--- src/pkg/uci_pkg.sv ---
`default_nettype none
package uci_pkg;
  // Register byte offsets on the bus
  localparam logic [7:0] OFS_RX_DATA = 8'h00;
  localparam logic [7:0] OFS_TX_DATA = 8'h04;
  localparam logic [7:0] OFS_IRQ_ENABLE = 8'h08;
  localparam logic [7:0] OFS_IRQ_IDENT = 8'h0c;
  localparam logic [7:0] OFS_FIFO_CONTROL = 8'h10;
  localparam logic [7:0] OFS_LINE_STATUS = 8'h14;
  localparam logic [7:0] OFS_EVT_STATUS = 8'h18;
  localparam logic [7:0] OFS_EVT_MASK = 8'h1c;
  localparam logic [7:0] OFS_RX_PUSH = 8'h20;
  localparam logic [7:0] OFS_LINE_ERR = 8'h24;

  // irq_enable_reg fields
  localparam int IE_RX_DATA = 0;
  localparam int IE_TX_EMPTY = 1;
  localparam int IE_LINE = 2;
  localparam int IE_THRESH = 7;
  // fifo_control_reg fields
  localparam int FC_ENABLE = 0;
  localparam int FC_TX_THR_LO = 4;
  localparam int FC_RX_TRIG_LO = 6;
  // line_status_reg fields
  localparam int LS_DATA_READY = 0;
  localparam int LS_OVERRUN = 1;
  localparam int LS_PARITY = 2;
  localparam int LS_FRAMING = 3;
  localparam int LS_BREAK = 4;
  localparam int LS_TX_EMPTY = 5;
  localparam int LS_TX_IDLE = 6;
  // Event status bits
  localparam int EV_LINE = 0;
  localparam int EV_RX = 1;
  localparam int EV_TIMEOUT = 2;
  localparam int EV_TX = 3;

  localparam logic [7:0] IE_RESET = 8'h00;
  localparam logic [7:0] FC_RESET = 8'h00;
  localparam logic [3:0] EV_RESET = 4'h0;

  typedef enum logic [3:0] {
    ID_NONE = 4'b0001,
    ID_LINE = 4'b0110,
    ID_RX = 4'b0100,
    ID_TIMEOUT = 4'b1100,
    ID_TX = 4'b0010
  } uci_id_e;

  // Settle time after configuration: eight MCLK cycles
  localparam int SETTLE_CYCLES = 8;
  localparam int CHAR_TIMES = 4;

  typedef struct packed {
    logic [1:0] htrans;
    logic [31:0] haddr;
    logic hwrite;
    logic [2:0] hsize;
    logic hsel;
    logic hready;
  } uci_ahb_req_s;

  typedef struct packed {
    logic [31:0] hrdata;
    logic hreadyout;
    logic hresp;
  } uci_ahb_rsp_s;
endpackage
`default_nettype wire

--- src/hw/uci_top.sv ---
// Implementation choices: register access over AHB-Lite and the register addresses.
`timescale 1ns/1ns
`default_nettype none
// Summary of operation
// - Bus side and serial side share MCLK, nothing crosses domains
// - New settings settle within eight cycles
// - Interrupt output high for enabled active type
// - Line errors report 0110, cleared by status read
// - Receive data report 0100, cleared by read
// - FIFO idle timeout reports 1100
// - Transmit empty reports 0010 at fourth priority
// - Enable bit 7 enables threshold mode
// - Threshold mode: interrupt at or below threshold
// - Threshold from control bits 5 to 4
// - Threshold mode: status bit 5 means full
// - FIFOs off disables threshold mode
// - Otherwise both report transmit empty
module uci_top
  import uci_pkg::*;
#(
  parameter int DEPTH = 16,
  parameter int CHAR_CYCLES = 400
) (
  input wire logic MCLK, // Bus clock
  input wire logic RESET, // Sync reset, high
  input wire uci_pkg::uci_ahb_req_s AHB_REQ, // AHB-Lite request
  input wire logic [31:0] HWDATA, // Write data
  output uci_pkg::uci_ahb_rsp_s AHB_RSP, // AHB-Lite response
  input wire logic TX_POP, // Serial engine takes a tx char
  output logic [7:0] TX_DATA, // Char at tx FIFO head
  output logic TX_VALID, // Tx FIFO holds a char and TX_DATA shows it
  output logic IRQ, // Interrupt to processor
  output logic EVT_IRQ // Masked sticky event interrupt
);
  import uci_pkg::*;

  localparam int AW = $clog2(DEPTH);
  localparam int CW = AW + 1;

  function automatic logic [CW-1:0] quarter_of(input int n);
    quarter_of = CW'(n / 4);
  endfunction

  // Bus address phase capture
  logic dp_valid, dp_write;
  logic [7:0] dp_addr;
  wire logic take = AHB_REQ.hsel && AHB_REQ.htrans[1] && AHB_REQ.hready;

  always_ff @(posedge MCLK)
  begin
    if (RESET)
    begin
      dp_valid <= 1'b0;
      dp_write <= 1'b0;
      dp_addr <= 8'h00;
    end
    else
    begin
      // Bus and character paths share MCLK, so nothing crosses domains
      dp_valid <= take;
      dp_write <= AHB_REQ.hwrite;
      dp_addr <= AHB_REQ.haddr[7:0];
    end
  end

  wire logic wr = dp_valid && dp_write;
  wire logic rd_ap = take && !AHB_REQ.hwrite;

  logic [7:0] irq_enable_reg, fifo_control_reg;
  logic [3:0] evt_status, evt_mask;
  logic [3:0] line_err;
  logic [7:0] rx_hold;

  // Derived modes
  wire logic fifo_on = fifo_control_reg[FC_ENABLE];
  wire logic thr_mode = irq_enable_reg[IE_THRESH] && fifo_on;

  always_ff @(posedge MCLK)
  begin
    if (RESET)
    begin
      irq_enable_reg <= IE_RESET;
      fifo_control_reg <= FC_RESET;
      evt_mask <= EV_RESET;
    end
    else if (wr)
    begin
      if (dp_addr == OFS_IRQ_ENABLE)
        irq_enable_reg <= HWDATA[7:0];
      else if (dp_addr == OFS_FIFO_CONTROL)
        fifo_control_reg <= HWDATA[7:0];
      else if (dp_addr == OFS_EVT_MASK)
        evt_mask <= HWDATA[3:0];
    end
  end

  // Settle counter after an irq enable or FIFO control write
  logic [3:0] settle;
  always_ff @(posedge MCLK)
  begin
    if (RESET)
      settle <= 4'h0;
    else if (wr && (dp_addr == OFS_FIFO_CONTROL || dp_addr == OFS_IRQ_ENABLE))
      settle <= 4'(SETTLE_CYCLES);
    else if (settle != 4'h0)
      settle <= settle - 4'h1;
  end
  wire logic settled = (settle == 4'h0);

  // Receive side: characters pushed by register write
  logic [7:0] rx_data;
  logic rx_full_flag;
  logic [CW-1:0] rx_cnt;
  wire logic rx_push = wr && dp_addr == OFS_RX_PUSH && settled;
  wire logic rx_read = dp_valid && !dp_write && dp_addr == OFS_RX_DATA;
  wire logic rx_has = fifo_on ? (rx_cnt != '0) : rx_full_flag;
  always_ff @(posedge MCLK)
  begin
    if (RESET)
    begin
      rx_cnt <= '0;
      rx_full_flag <= 1'b0;
      rx_hold <= 8'h00;
    end
    else
    begin
      if (rx_push)
        rx_hold <= HWDATA[7:0];
      if (!fifo_on)
        rx_cnt <= '0;
      else if (rx_push && !rx_read && rx_cnt != CW'(DEPTH))
        rx_cnt <= rx_cnt + 1'b1;
      else if (rx_read && !rx_push && rx_cnt != '0)
        rx_cnt <= rx_cnt - 1'b1;
      if (rx_push)
        rx_full_flag <= 1'b1;
      else if (rx_read)
        rx_full_flag <= 1'b0;
    end
  end
  assign rx_data = rx_hold;

  function automatic logic [CW-1:0] rx_trigger(input logic [1:0] sel);
    case (sel)
      2'b00: rx_trigger = CW'(1);
      2'b01: rx_trigger = quarter_of(DEPTH);
      2'b10: rx_trigger = CW'(DEPTH / 2);
      default: rx_trigger = CW'(DEPTH - 2);
    endcase
  endfunction

  wire logic rx_avail = fifo_on
    ? (rx_cnt >= rx_trigger(fifo_control_reg[FC_RX_TRIG_LO +: 2])) : rx_full_flag;

  // Character timeout
  logic [31:0] idle_cnt;
  logic timeout;
  always_ff @(posedge MCLK)
  begin
    if (RESET)
    begin
      idle_cnt <= '0;
      timeout <= 1'b0;
    end
    else if (!fifo_on || rx_cnt == '0 || rx_push || rx_read)
    begin
      idle_cnt <= '0;
      timeout <= 1'b0;
    end
    else if (idle_cnt >= 32'(CHAR_TIMES * CHAR_CYCLES) - 32'd1)
      timeout <= 1'b1;
    else
      idle_cnt <= idle_cnt + 32'd1;
  end

  // Line errors latched, cleared by line status read
  wire logic ls_read = dp_valid && !dp_write && dp_addr == OFS_LINE_STATUS;
  wire logic err_set = wr && dp_addr == OFS_LINE_ERR;
  always_ff @(posedge MCLK)
  begin
    if (RESET)
      line_err <= 4'h0;
    else if (err_set)
      line_err <= line_err | HWDATA[3:0]; // set wins over a read
    else if (ls_read)
      line_err <= 4'h0;
  end

  // Transmit FIFO
  logic [AW-1:0] tx_wp, tx_rp;
  logic [CW-1:0] tx_cnt;
  wire logic tx_full = tx_cnt == CW'(DEPTH);
  wire logic tx_cap = fifo_on ? !tx_full : (tx_cnt == '0);
  wire logic tx_write = wr && dp_addr == OFS_TX_DATA && tx_cap && settled;
  wire logic tx_take = TX_POP && tx_cnt != '0;
  logic [7:0] mem_q;

  uci_fifo_mem #(.WIDTH(8), .DEPTH(DEPTH), .AW(AW)) u_txmem (
    .clk(MCLK),
    .we(tx_write),
    .waddr(tx_wp),
    .wdata(HWDATA[7:0]),
    .raddr(tx_take ? tx_rp + 1'b1 : tx_rp),
    .rdata(mem_q)
  );

  always_ff @(posedge MCLK)
  begin
    if (RESET)
    begin
      tx_wp <= '0;
      tx_rp <= '0;
      tx_cnt <= '0;
    end
    else
    begin
      if (tx_write)
        tx_wp <= tx_wp + 1'b1;
      if (tx_take)
        tx_rp <= tx_rp + 1'b1;
      if (tx_write && !tx_take)
        tx_cnt <= tx_cnt + 1'b1;
      else if (tx_take && !tx_write)
        tx_cnt <= tx_cnt - 1'b1;
    end
  end
  // Head read one cycle late after a write to an empty FIFO
  logic tx_fresh;
  always_ff @(posedge MCLK)
  begin
    if (RESET)
      tx_fresh <= 1'b0;
    else
      // Pop and refill of the last entry also leaves the head read stale
      tx_fresh <= tx_write && (tx_cnt == '0 || (tx_cnt == CW'(1) && tx_take));
  end
  assign TX_DATA = mem_q;
  assign TX_VALID = tx_cnt != '0 && !tx_fresh;

  function automatic logic [CW-1:0] tx_thresh(input logic [1:0] sel);
    case (sel)
      2'b00: tx_thresh = '0;
      2'b01: tx_thresh = CW'(2);
      2'b10: tx_thresh = quarter_of(DEPTH);
      default: tx_thresh = CW'(DEPTH / 2);
    endcase
  endfunction

  wire logic [CW-1:0] thr_lvl = tx_thresh(fifo_control_reg[FC_TX_THR_LO +: 2]);
  wire logic tx_empty_lvl = (tx_cnt == '0);
  wire logic tx_at_thr = thr_mode ? (tx_cnt <= thr_lvl) : tx_empty_lvl;
  wire logic ls_bit5 = thr_mode ? tx_full : tx_empty_lvl;

  // Transmit-empty source: raised on entering condition, cleared by ident read
  logic tx_src, tx_at_thr_q, ie_tx_q;
  logic [3:0] ident;
  wire logic id_read = rd_ap && AHB_REQ.haddr[7:0] == OFS_IRQ_IDENT;
  always_ff @(posedge MCLK)
  begin
    if (RESET)
    begin
      tx_src <= 1'b0;
      tx_at_thr_q <= 1'b0;
      ie_tx_q <= 1'b0;
    end
    else
    begin
      tx_at_thr_q <= tx_at_thr;
      ie_tx_q <= irq_enable_reg[IE_TX_EMPTY];
      if (!tx_at_thr)
        tx_src <= 1'b0;
      else if ((tx_at_thr && !tx_at_thr_q) || (irq_enable_reg[IE_TX_EMPTY] && !tx_src
               && !ie_tx_q))
        tx_src <= 1'b1;
      else if (id_read && ident == ID_TX)
        tx_src <= 1'b0;
    end
  end

  wire logic s_line = irq_enable_reg[IE_LINE] && line_err != 4'h0;
  wire logic s_rx = irq_enable_reg[IE_RX_DATA] && rx_avail;
  wire logic s_to = irq_enable_reg[IE_RX_DATA] && timeout;
  wire logic s_tx = irq_enable_reg[IE_TX_EMPTY] && tx_src;

  always_comb
  begin
    if (s_line)
      ident = ID_LINE;
    else if (s_rx)
      ident = ID_RX;
    else if (s_to)
      ident = ID_TIMEOUT;
    else if (s_tx)
      ident = ID_TX;
    else
      ident = ID_NONE;
  end
  assign IRQ = ident != ID_NONE;

  // Sticky events, write one to clear, set wins
  wire logic [3:0] ev_in = {s_tx, s_to, s_rx, s_line};
  always_ff @(posedge MCLK)
  begin
    if (RESET)
      evt_status <= EV_RESET;
    else if (wr && dp_addr == OFS_EVT_STATUS)
      evt_status <= (evt_status & ~HWDATA[3:0]) | ev_in;
    else
      evt_status <= evt_status | ev_in;
  end
  assign EVT_IRQ = |(evt_status & evt_mask);

  // Read data, registered at the address phase
  wire logic [7:0] line_status_reg = {1'b0, tx_empty_lvl, ls_bit5, line_err, rx_has};
  logic [31:0] rdata_q;
  always_ff @(posedge MCLK)
  begin
    if (RESET)
      rdata_q <= 32'h0;
    else if (rd_ap)
    begin
      if (AHB_REQ.haddr[7:0] == OFS_RX_DATA)
        rdata_q <= {24'h0, rx_data};
      else if (AHB_REQ.haddr[7:0] == OFS_IRQ_ENABLE)
        rdata_q <= {24'h0, irq_enable_reg};
      else if (AHB_REQ.haddr[7:0] == OFS_IRQ_IDENT)
        rdata_q <= {24'h0, fifo_on, fifo_on, 2'b00, ident};
      else if (AHB_REQ.haddr[7:0] == OFS_FIFO_CONTROL)
        rdata_q <= {24'h0, fifo_control_reg};
      else if (AHB_REQ.haddr[7:0] == OFS_LINE_STATUS)
        rdata_q <= {24'h0, line_status_reg};
      else if (AHB_REQ.haddr[7:0] == OFS_EVT_STATUS)
        rdata_q <= {28'h0, evt_status};
      else if (AHB_REQ.haddr[7:0] == OFS_EVT_MASK)
        rdata_q <= {28'h0, evt_mask};
      else
        rdata_q <= 32'h0;
    end
  end
  // One driver for the whole response; zero wait states, always OKAY
  assign AHB_RSP = '{hrdata: rdata_q, hreadyout: 1'b1, hresp: 1'b0};
endmodule
`default_nettype wire

--- src/hw/uci_fifo_mem.sv ---
`timescale 1ns/1ns
`default_nettype none
module uci_fifo_mem #(
  parameter int WIDTH = 8,
  parameter int DEPTH = 16,
  parameter int AW = 4
) (
  input wire logic clk, // Clock
  input wire logic we, // Write strobe
  input wire logic [AW-1:0] waddr, // Write address
  input wire logic [WIDTH-1:0] wdata, // Write data
  input wire logic [AW-1:0] raddr, // Read address
  output logic [WIDTH-1:0] rdata // Registered read data
);
  logic [WIDTH-1:0] mem [DEPTH];

  always_ff @(posedge clk)
  begin
    if (we)
    begin
      mem[waddr] <= wdata;
    end
  end

  always_ff @(posedge clk)
  begin
    rdata <= mem[raddr];
  end
endmodule
`default_nettype wire

--- config.mk ---
export PLATFORM = sky130hd
export DESIGN_NAME = uci_top
export DESIGN_NICKNAME = d
export VERILOG_FILES = /design/src/pkg/uci_pkg.sv /design/src/hw/uci_top.sv /design/src/hw/uci_fifo_mem.sv
export SDC_FILE = /design/constraint.sdc
export NUM_CORES = 1
export LEC_CHECK = 0
export BUFFER_PORTS_ARGS = -buffer_cell sky130_fd_sc_hd__buf_2
export CORE_UTILIZATION = 50
export DETAILED_ROUTE_END_ITERATION = 12
export PLACE_DENSITY = 0.69
export SLEW_MARGIN = 10
export SYNTH_ARGS = -nofsm -noshare
export SYNTH_HDL_FRONTEND = slang
export SYNTH_SLANG_ARGS = --single-unit
--- constraint.sdc ---
create_clock -name MCLK -period 3.5 [get_ports MCLK]
set_input_delay 0.35 -clock MCLK [delete_from_list [all_inputs] [get_ports MCLK]]
set_output_delay 0.35 -clock MCLK [all_outputs]
set_load 0.01 [all_outputs]
---- Word level (Yosys, flattened, before mapping) ----
Memories as Yosys holds them, arrays and structs flattened. A register that Yosys moved wholly into a read port is not among the register bits.
Cells that the tools add are included.
cells by class
  add/subtract/negate cells ............... 8
  order comparisons ....................... 3
  equality and inequality tests ........... 23
  muxes and demuxes ....................... 34
  bitwise gates (word level) .............. 10
  reductions and logical operators ........ 78
operators with widths
  kind                     number
  $eq A8 B5 Y1 const B     8
  $mux W4                  11
  $logic_and A1 B1 Y1      35
  $add A32 B1 Y32 const B  1
  $ge A32 B11 Y1 const B   1
  $mux W8                  4
  $eq A8 B4 Y1 const B     3
  $pmux W4 S3              2
  $mux W5                  4
  $eq A8 B6 Y1 const B     2
  $logic_not A8 Y1         2
  $logic_not A1 Y1         12
  $or A4 B4 Y4             3
  $reduce_bool A2 Y1       6
  $mux W1                  11
  $add A5 B1 Y5 const B    2
  $logic_not A5 Y1         2
  $reduce_bool A5 Y1       2
  $sub A5 B1 Y5 const B    2
  $add A4 B1 Y4 const B    2
  $and A4 B4 Y4            2
  $eq A8 B3 Y1 const B     1
  $reduce_bool A4 Y1       2
  $reduce_or A2 Y1         4
  21 further kinds         32
word-level totals
  register bits after elaboration ......... 138
  bits in writable memories ............... 128
  bits of input ports ..................... 75
  output and inout bits ................... 45
  logic and storage cells ................. 180
  memories ................................ 1
memory list
  memory       words  width  rd ports  clocked after Yosys merged registers in  write ports  RTL line            text
  u_txmem.mem  16     8      1         1                                        1            uci_fifo_mem.sv:15  logic [WIDTH-1:0] mem [DEPTH];

---- Logic depth before layout (Yosys ltp) ----
  word-level depth ........................ 11
  depth in mapped cells ................... 13
  gate-level depth less buffers ........... 13

---- By module ----
A second synthesis with hierarchy kept.
second synthesis, totals
  cell total of the unflattened synthesis .. 832
  area, all modules ....................... 10572.6 µm²
by module, submodules not included
  module        times used  cells an instance  area each (µm²)  sequential area each (µm²)
  uci_top       1           603                5425.2           2282.2
  uci_fifo_mem  1           229                5147.4           4003.8

---- Least setup slack after synthesis ----
OpenSTA, ideal clock, no wires.
  path type ............................... flip-flop to flip-flop
  start point ............................. register dp_addr[1]
  end point ............................... register rx_cnt[4]
  library setup time ...................... 0.129 ns
  data arrival time ....................... 2.658 ns
  required time ........................... 3.371 ns
  setup slack ............................. 0.713 ns
  stages on the path, launching flop included .. 11
  buffers on the path ..................... 1
  clock period less this slack ............ 2.787 ns
  cell sequence ........................... dfxtp_1 > nor4_1 > clkbuf_1 > nand4_1 > a21o_1 > ha_1 > a21o_1 > a21oi_1 > nor2_1 > a311oi_1 > a211oi_1
between the ends
  word-level cells in the longest chain between the ends .. 7
  elaborated cells between the ends (all ways) .. 13
  those cells by class .................... eq/ne (1); mux (1); reduce/logical (11)
RTL lines
  item                              RTL line        text
  from (decl)                       uci_top.sv:46   logic [7:0] dp_addr;
  from (signal assigned)            uci_top.sv:62   dp_addr <= AHB_REQ.haddr[7:0];
  $eq A8 B6 Y1                      uci_top.sv:114  wire logic rx_push = wr && dp_addr == OFS_RX_PUSH && settled;
  $logic_and A1 B1 Y1 (2 in a row)  uci_top.sv:114
  $logic_not A1 Y1                  uci_top.sv:133  else if (rx_read && !rx_push && rx_cnt != '0)
  $logic_and A1 B1 Y1 (2 in a row)  uci_top.sv:133
  $reduce_bool A2 Y1 (no line)      -
  to (signal assigned)              uci_top.sv:132  rx_cnt <= rx_cnt + 1'b1;
  to (signal assigned)              uci_top.sv:134  rx_cnt <= rx_cnt - 1'b1;
  to (decl)                         uci_top.sv:113  logic [CW-1:0] rx_cnt;
Several ways; a longest one is shown, not always the timed one.
A chain may end at the register's enable or synchronous reset.

---- Worst setup path in the final report ----
  start point ............................. register tx_cnt[0]
  end point ............................... register u_txmem.rdata[3], read port of u_txmem.mem
between the ends
  word-level cells in the longest chain between the ends .. 3
RTL lines
  item                    RTL line            text
  from (decl)             uci_top.sv:191      logic [CW-1:0] tx_cnt;
  from (signal assigned)  uci_top.sv:222      tx_cnt <= tx_cnt + 1'b1;
  from (signal assigned)  uci_top.sv:224      tx_cnt <= tx_cnt - 1'b1;
  $reduce_bool A5 Y1      uci_top.sv:195      wire logic tx_take = TX_POP && tx_cnt != '0;
  $logic_and A1 B1 Y1     uci_top.sv:195
  $mux W4                 -
  to (decl)               uci_fifo_mem.sv:13  output logic [WIDTH-1:0] rdata
Every way passes these cells.

==> results_dict.tcl <==
set metrics [dict create \
    p_total_uw 8330 \
    finalWirelength_mm 26.5 \
    drc 1 \
    drive_gt1_share_pct 13.4 \
    die_x_um 156 \
    fmax_ghz 0.354 \
    coreArea_um2 23400 \
    grt_use_met3_pct 2.80 \
    die_h_um 156 \
    slew_headroom_pct 47.3 \
    synth_area_um2 11900 \
    initialDrtViolationCount 640 \
    r2r_slack_ns 0.67 \
    synth-seq-cells 250 \
    cap_violations 0 \
    syn_to_final_growth_pct 11.9 \
    met1_usage_pct 28.8 \
    layout.nets 1256 \
    worstRegToRegCells 11 \
    whs_ns 0.0447 \
    synthMostInstantiatedCell "nor2_1" \
    clock-sinks 250 \
    cts_tree "yes" \
    cts_root_buf "clkbuf_16" \
    critPathKind "register to register" \
    min_path_cells 2 \
    htree_levels 1 \
    cp_common_cell "buf_4" \
    synth-async-reset-ratio_pct 0 \
    reg_top3 "u_txmem.mem: 128 flops, idle_cnt: 32 flops" \
    via_per_inst 5.74 \
    synthCells 1112 \
    status "complete, but fails checks" \
    largest_reg_flops 128 \
    grt_pass1_vias 8176 \
    crit_arrival_ns 3.30 \
    ir_worst_vdd_v 0.000447 \
    post_drt_wl_per_cell_um 17.7 \
    crit_cells 11 \
    required_ns 3.97 \
    start_util_pct 50.8 \
    hold_viol_final 0 \
    yosys.area.top_type "edfxtp_1" \
    p_per_area_nw_per_um2 626 \
    cp_num_buf_inv 4 \
    grt_max_degree 74 \
    port_buffers 41 \
    n_antenna_cell 0 \
    synth.avg_cell_area_um2 10.7 \
    path_cells "inv_1 > ha_1 > nor4b_4 > buf_4 > nor2_2 > inv_2 > o21ai_1 > nand3_1 > o32ai_1 > buf_4 > a211o_1" \
    clkTransAtPathRegs_ns 0.06 \
    vias 8603 \
    crit_family "compound AO/OA/AOI/OAI gates" \
    post_cts_resized 0 \
    top_register "u_txmem.mem" \
    track_usage_pct 21.9 \
    tightest_slew_ns 0.787 \
    grt_pass1_wl_mm 42.2 \
    cts_setup_buffers 0 \
    yosysWarnings 0 \
    setup_viol 0 \
    maxSlewViolCount 0 \
    synth-edff-count 128 \
    rows 56 \
    dp_hpwl_mm 17.5 \
    fin_crit_sh_pct 80.8 \
    busiest_layer "met2" \
    gr-usage-met2_pct 37.8 \
    clk_latency_ns 0.53 \
    clk_path_buf_depth 3 \
    slowest_delay_ns 0.56 \
    antenna_found_initial 0 \
    yosysSeqAreaShare_pct 52.9 \
    violations "DRC" \
    grt.overflow.total 0 \
    end_kind "register" \
    yosys_most_used_dff "edfxtp_1" \
    skew_ns 0.0123 \
    synth_top_area_share_pct 32.3 \
    cp_max_fo 24 \
    ant_nets 0 \
    synth_area_leaders "edfxtp_1 32%, dfxtp_1 21%, mux2i_1 6.1%, nor2_1 4.1%, ha_1 2.3%" \
    io-pin-count 120 \
    gp_congestion 0.873 \
    cts_inserted_buffers 27 \
    synth_commonest_cells "129 x nor2_1, 128 x edfxtp_1, 122 x dfxtp_1" \
    p_leak_uw 0.00476 \
    ctsHoldBuffers 0 \
    drt_first_pass_iters 9 \
    hold_path.class "primary input to register" \
    tns_ns 0 \
    period_needed_ns 2.83 \
    worst_setup_path_start_kind "register" \
    rsz0062_at_grt "no" \
    synth_cell_types 80 \
    crit_slowest_cell "o21ai_1" \
    dieArea_um2 24400 \
]
[cell type report]
class,instances,area [um^2]
repair buffers,83,533
multi-input cells,766,5100
clock inverters,13,118
well taps,319,399
flip-flops and latches,250,6290
inverters,30,113
fillers,2029,10100
clock buffers,37,753
[worst paths after layout]
check | to | from
hold / removal | dp_addr[5] | AHB_REQ[11]
hold reg to reg | idle_cnt[15] | idle_cnt[15]
setup reg to reg | u_txmem.rdata[3] | tx_cnt[0]
setup / recovery | u_txmem.rdata[3] | tx_cnt[0]
[cells in the final DEF, fill, tap and decap left out, types with 7 or more instances in the layout]
master	instances
a211o_1	7
a21oi_1	50
a221oi_1	7
a22oi_1	17
and2_1	25
and3_1	10
buf_2	41
buf_4	41
clkbuf_16	27
conb_1	26
dfxtp_1	121
edfxtp_1	128
ha_1	22
inv_1	29
mux2_2	10
mux2i_1	73
nand2_1	59
nand2b_1	10
nand3_1	33
nand4_1	9
nor2_1	129
nor2b_1	13
nor3_1	15
nor4_1	10
o21a_1	16
o21ai_0	44
o221ai_1	21
o22ai_1	27
o32ai_1	8
xnor2_1	10
xor2_1	14
[where the power goes]
| part | internal [uW] | switching, uW |
|---|---|---|
| logic | 948 | 1310 |
| registers | 3200 | 121 |
| clock network | 1650 | 1110 |
[worst register-to-register path, delay by kind of cell, from the launching register on]
family / cells / cell delay, ns
buf+inv: 4 / 0.63
fa+ha+maj: 1 / 0.26
compound gates: 3 / 0.93
flops: 1 / 0.45
simple gates: 3 / 0.49
[per-stage QoR]
stage               cells  util, %  instance area [um^2]  setup WS (ns)
CTS                  1498     56.9                 13300          0.665
floorplan            1136        -                 12000          0.713
global placement     1448     53.1                 12400          0.697
global route         1498     56.9                 13300          0.488
detailed placement   1448     53.1                 12400          0.684
finish               1498     56.9                 13300          0.673
[metal layers]
layer  routed length [um]  part of all wire, %
met5                    0                    0
met1                11800                   44
met3                 1140                  4.3
met4                  666                  2.5
met2                12900                   49
[cell families (layout without fill, tap and decap cells)]
| group | after synthesis | after routing | share of synthesized area (%) |
|---|---|---|---|
| flops | 250 | 250 | 52.9 |
| fa+ha+maj | 23 | 23 | 2.48 |
| other cells | 2 | 26 | 0.0631 |
| xor+xnor | 24 | 24 | 1.77 |
| buf+inv | 120 | 163 | 5.16 |
| mux | 88 | 88 | 8.04 |
| simple gates | 358 | 358 | 15.4 |
| compound gates | 247 | 247 | 14.3 |
Power figures use the tool's default switching activity.
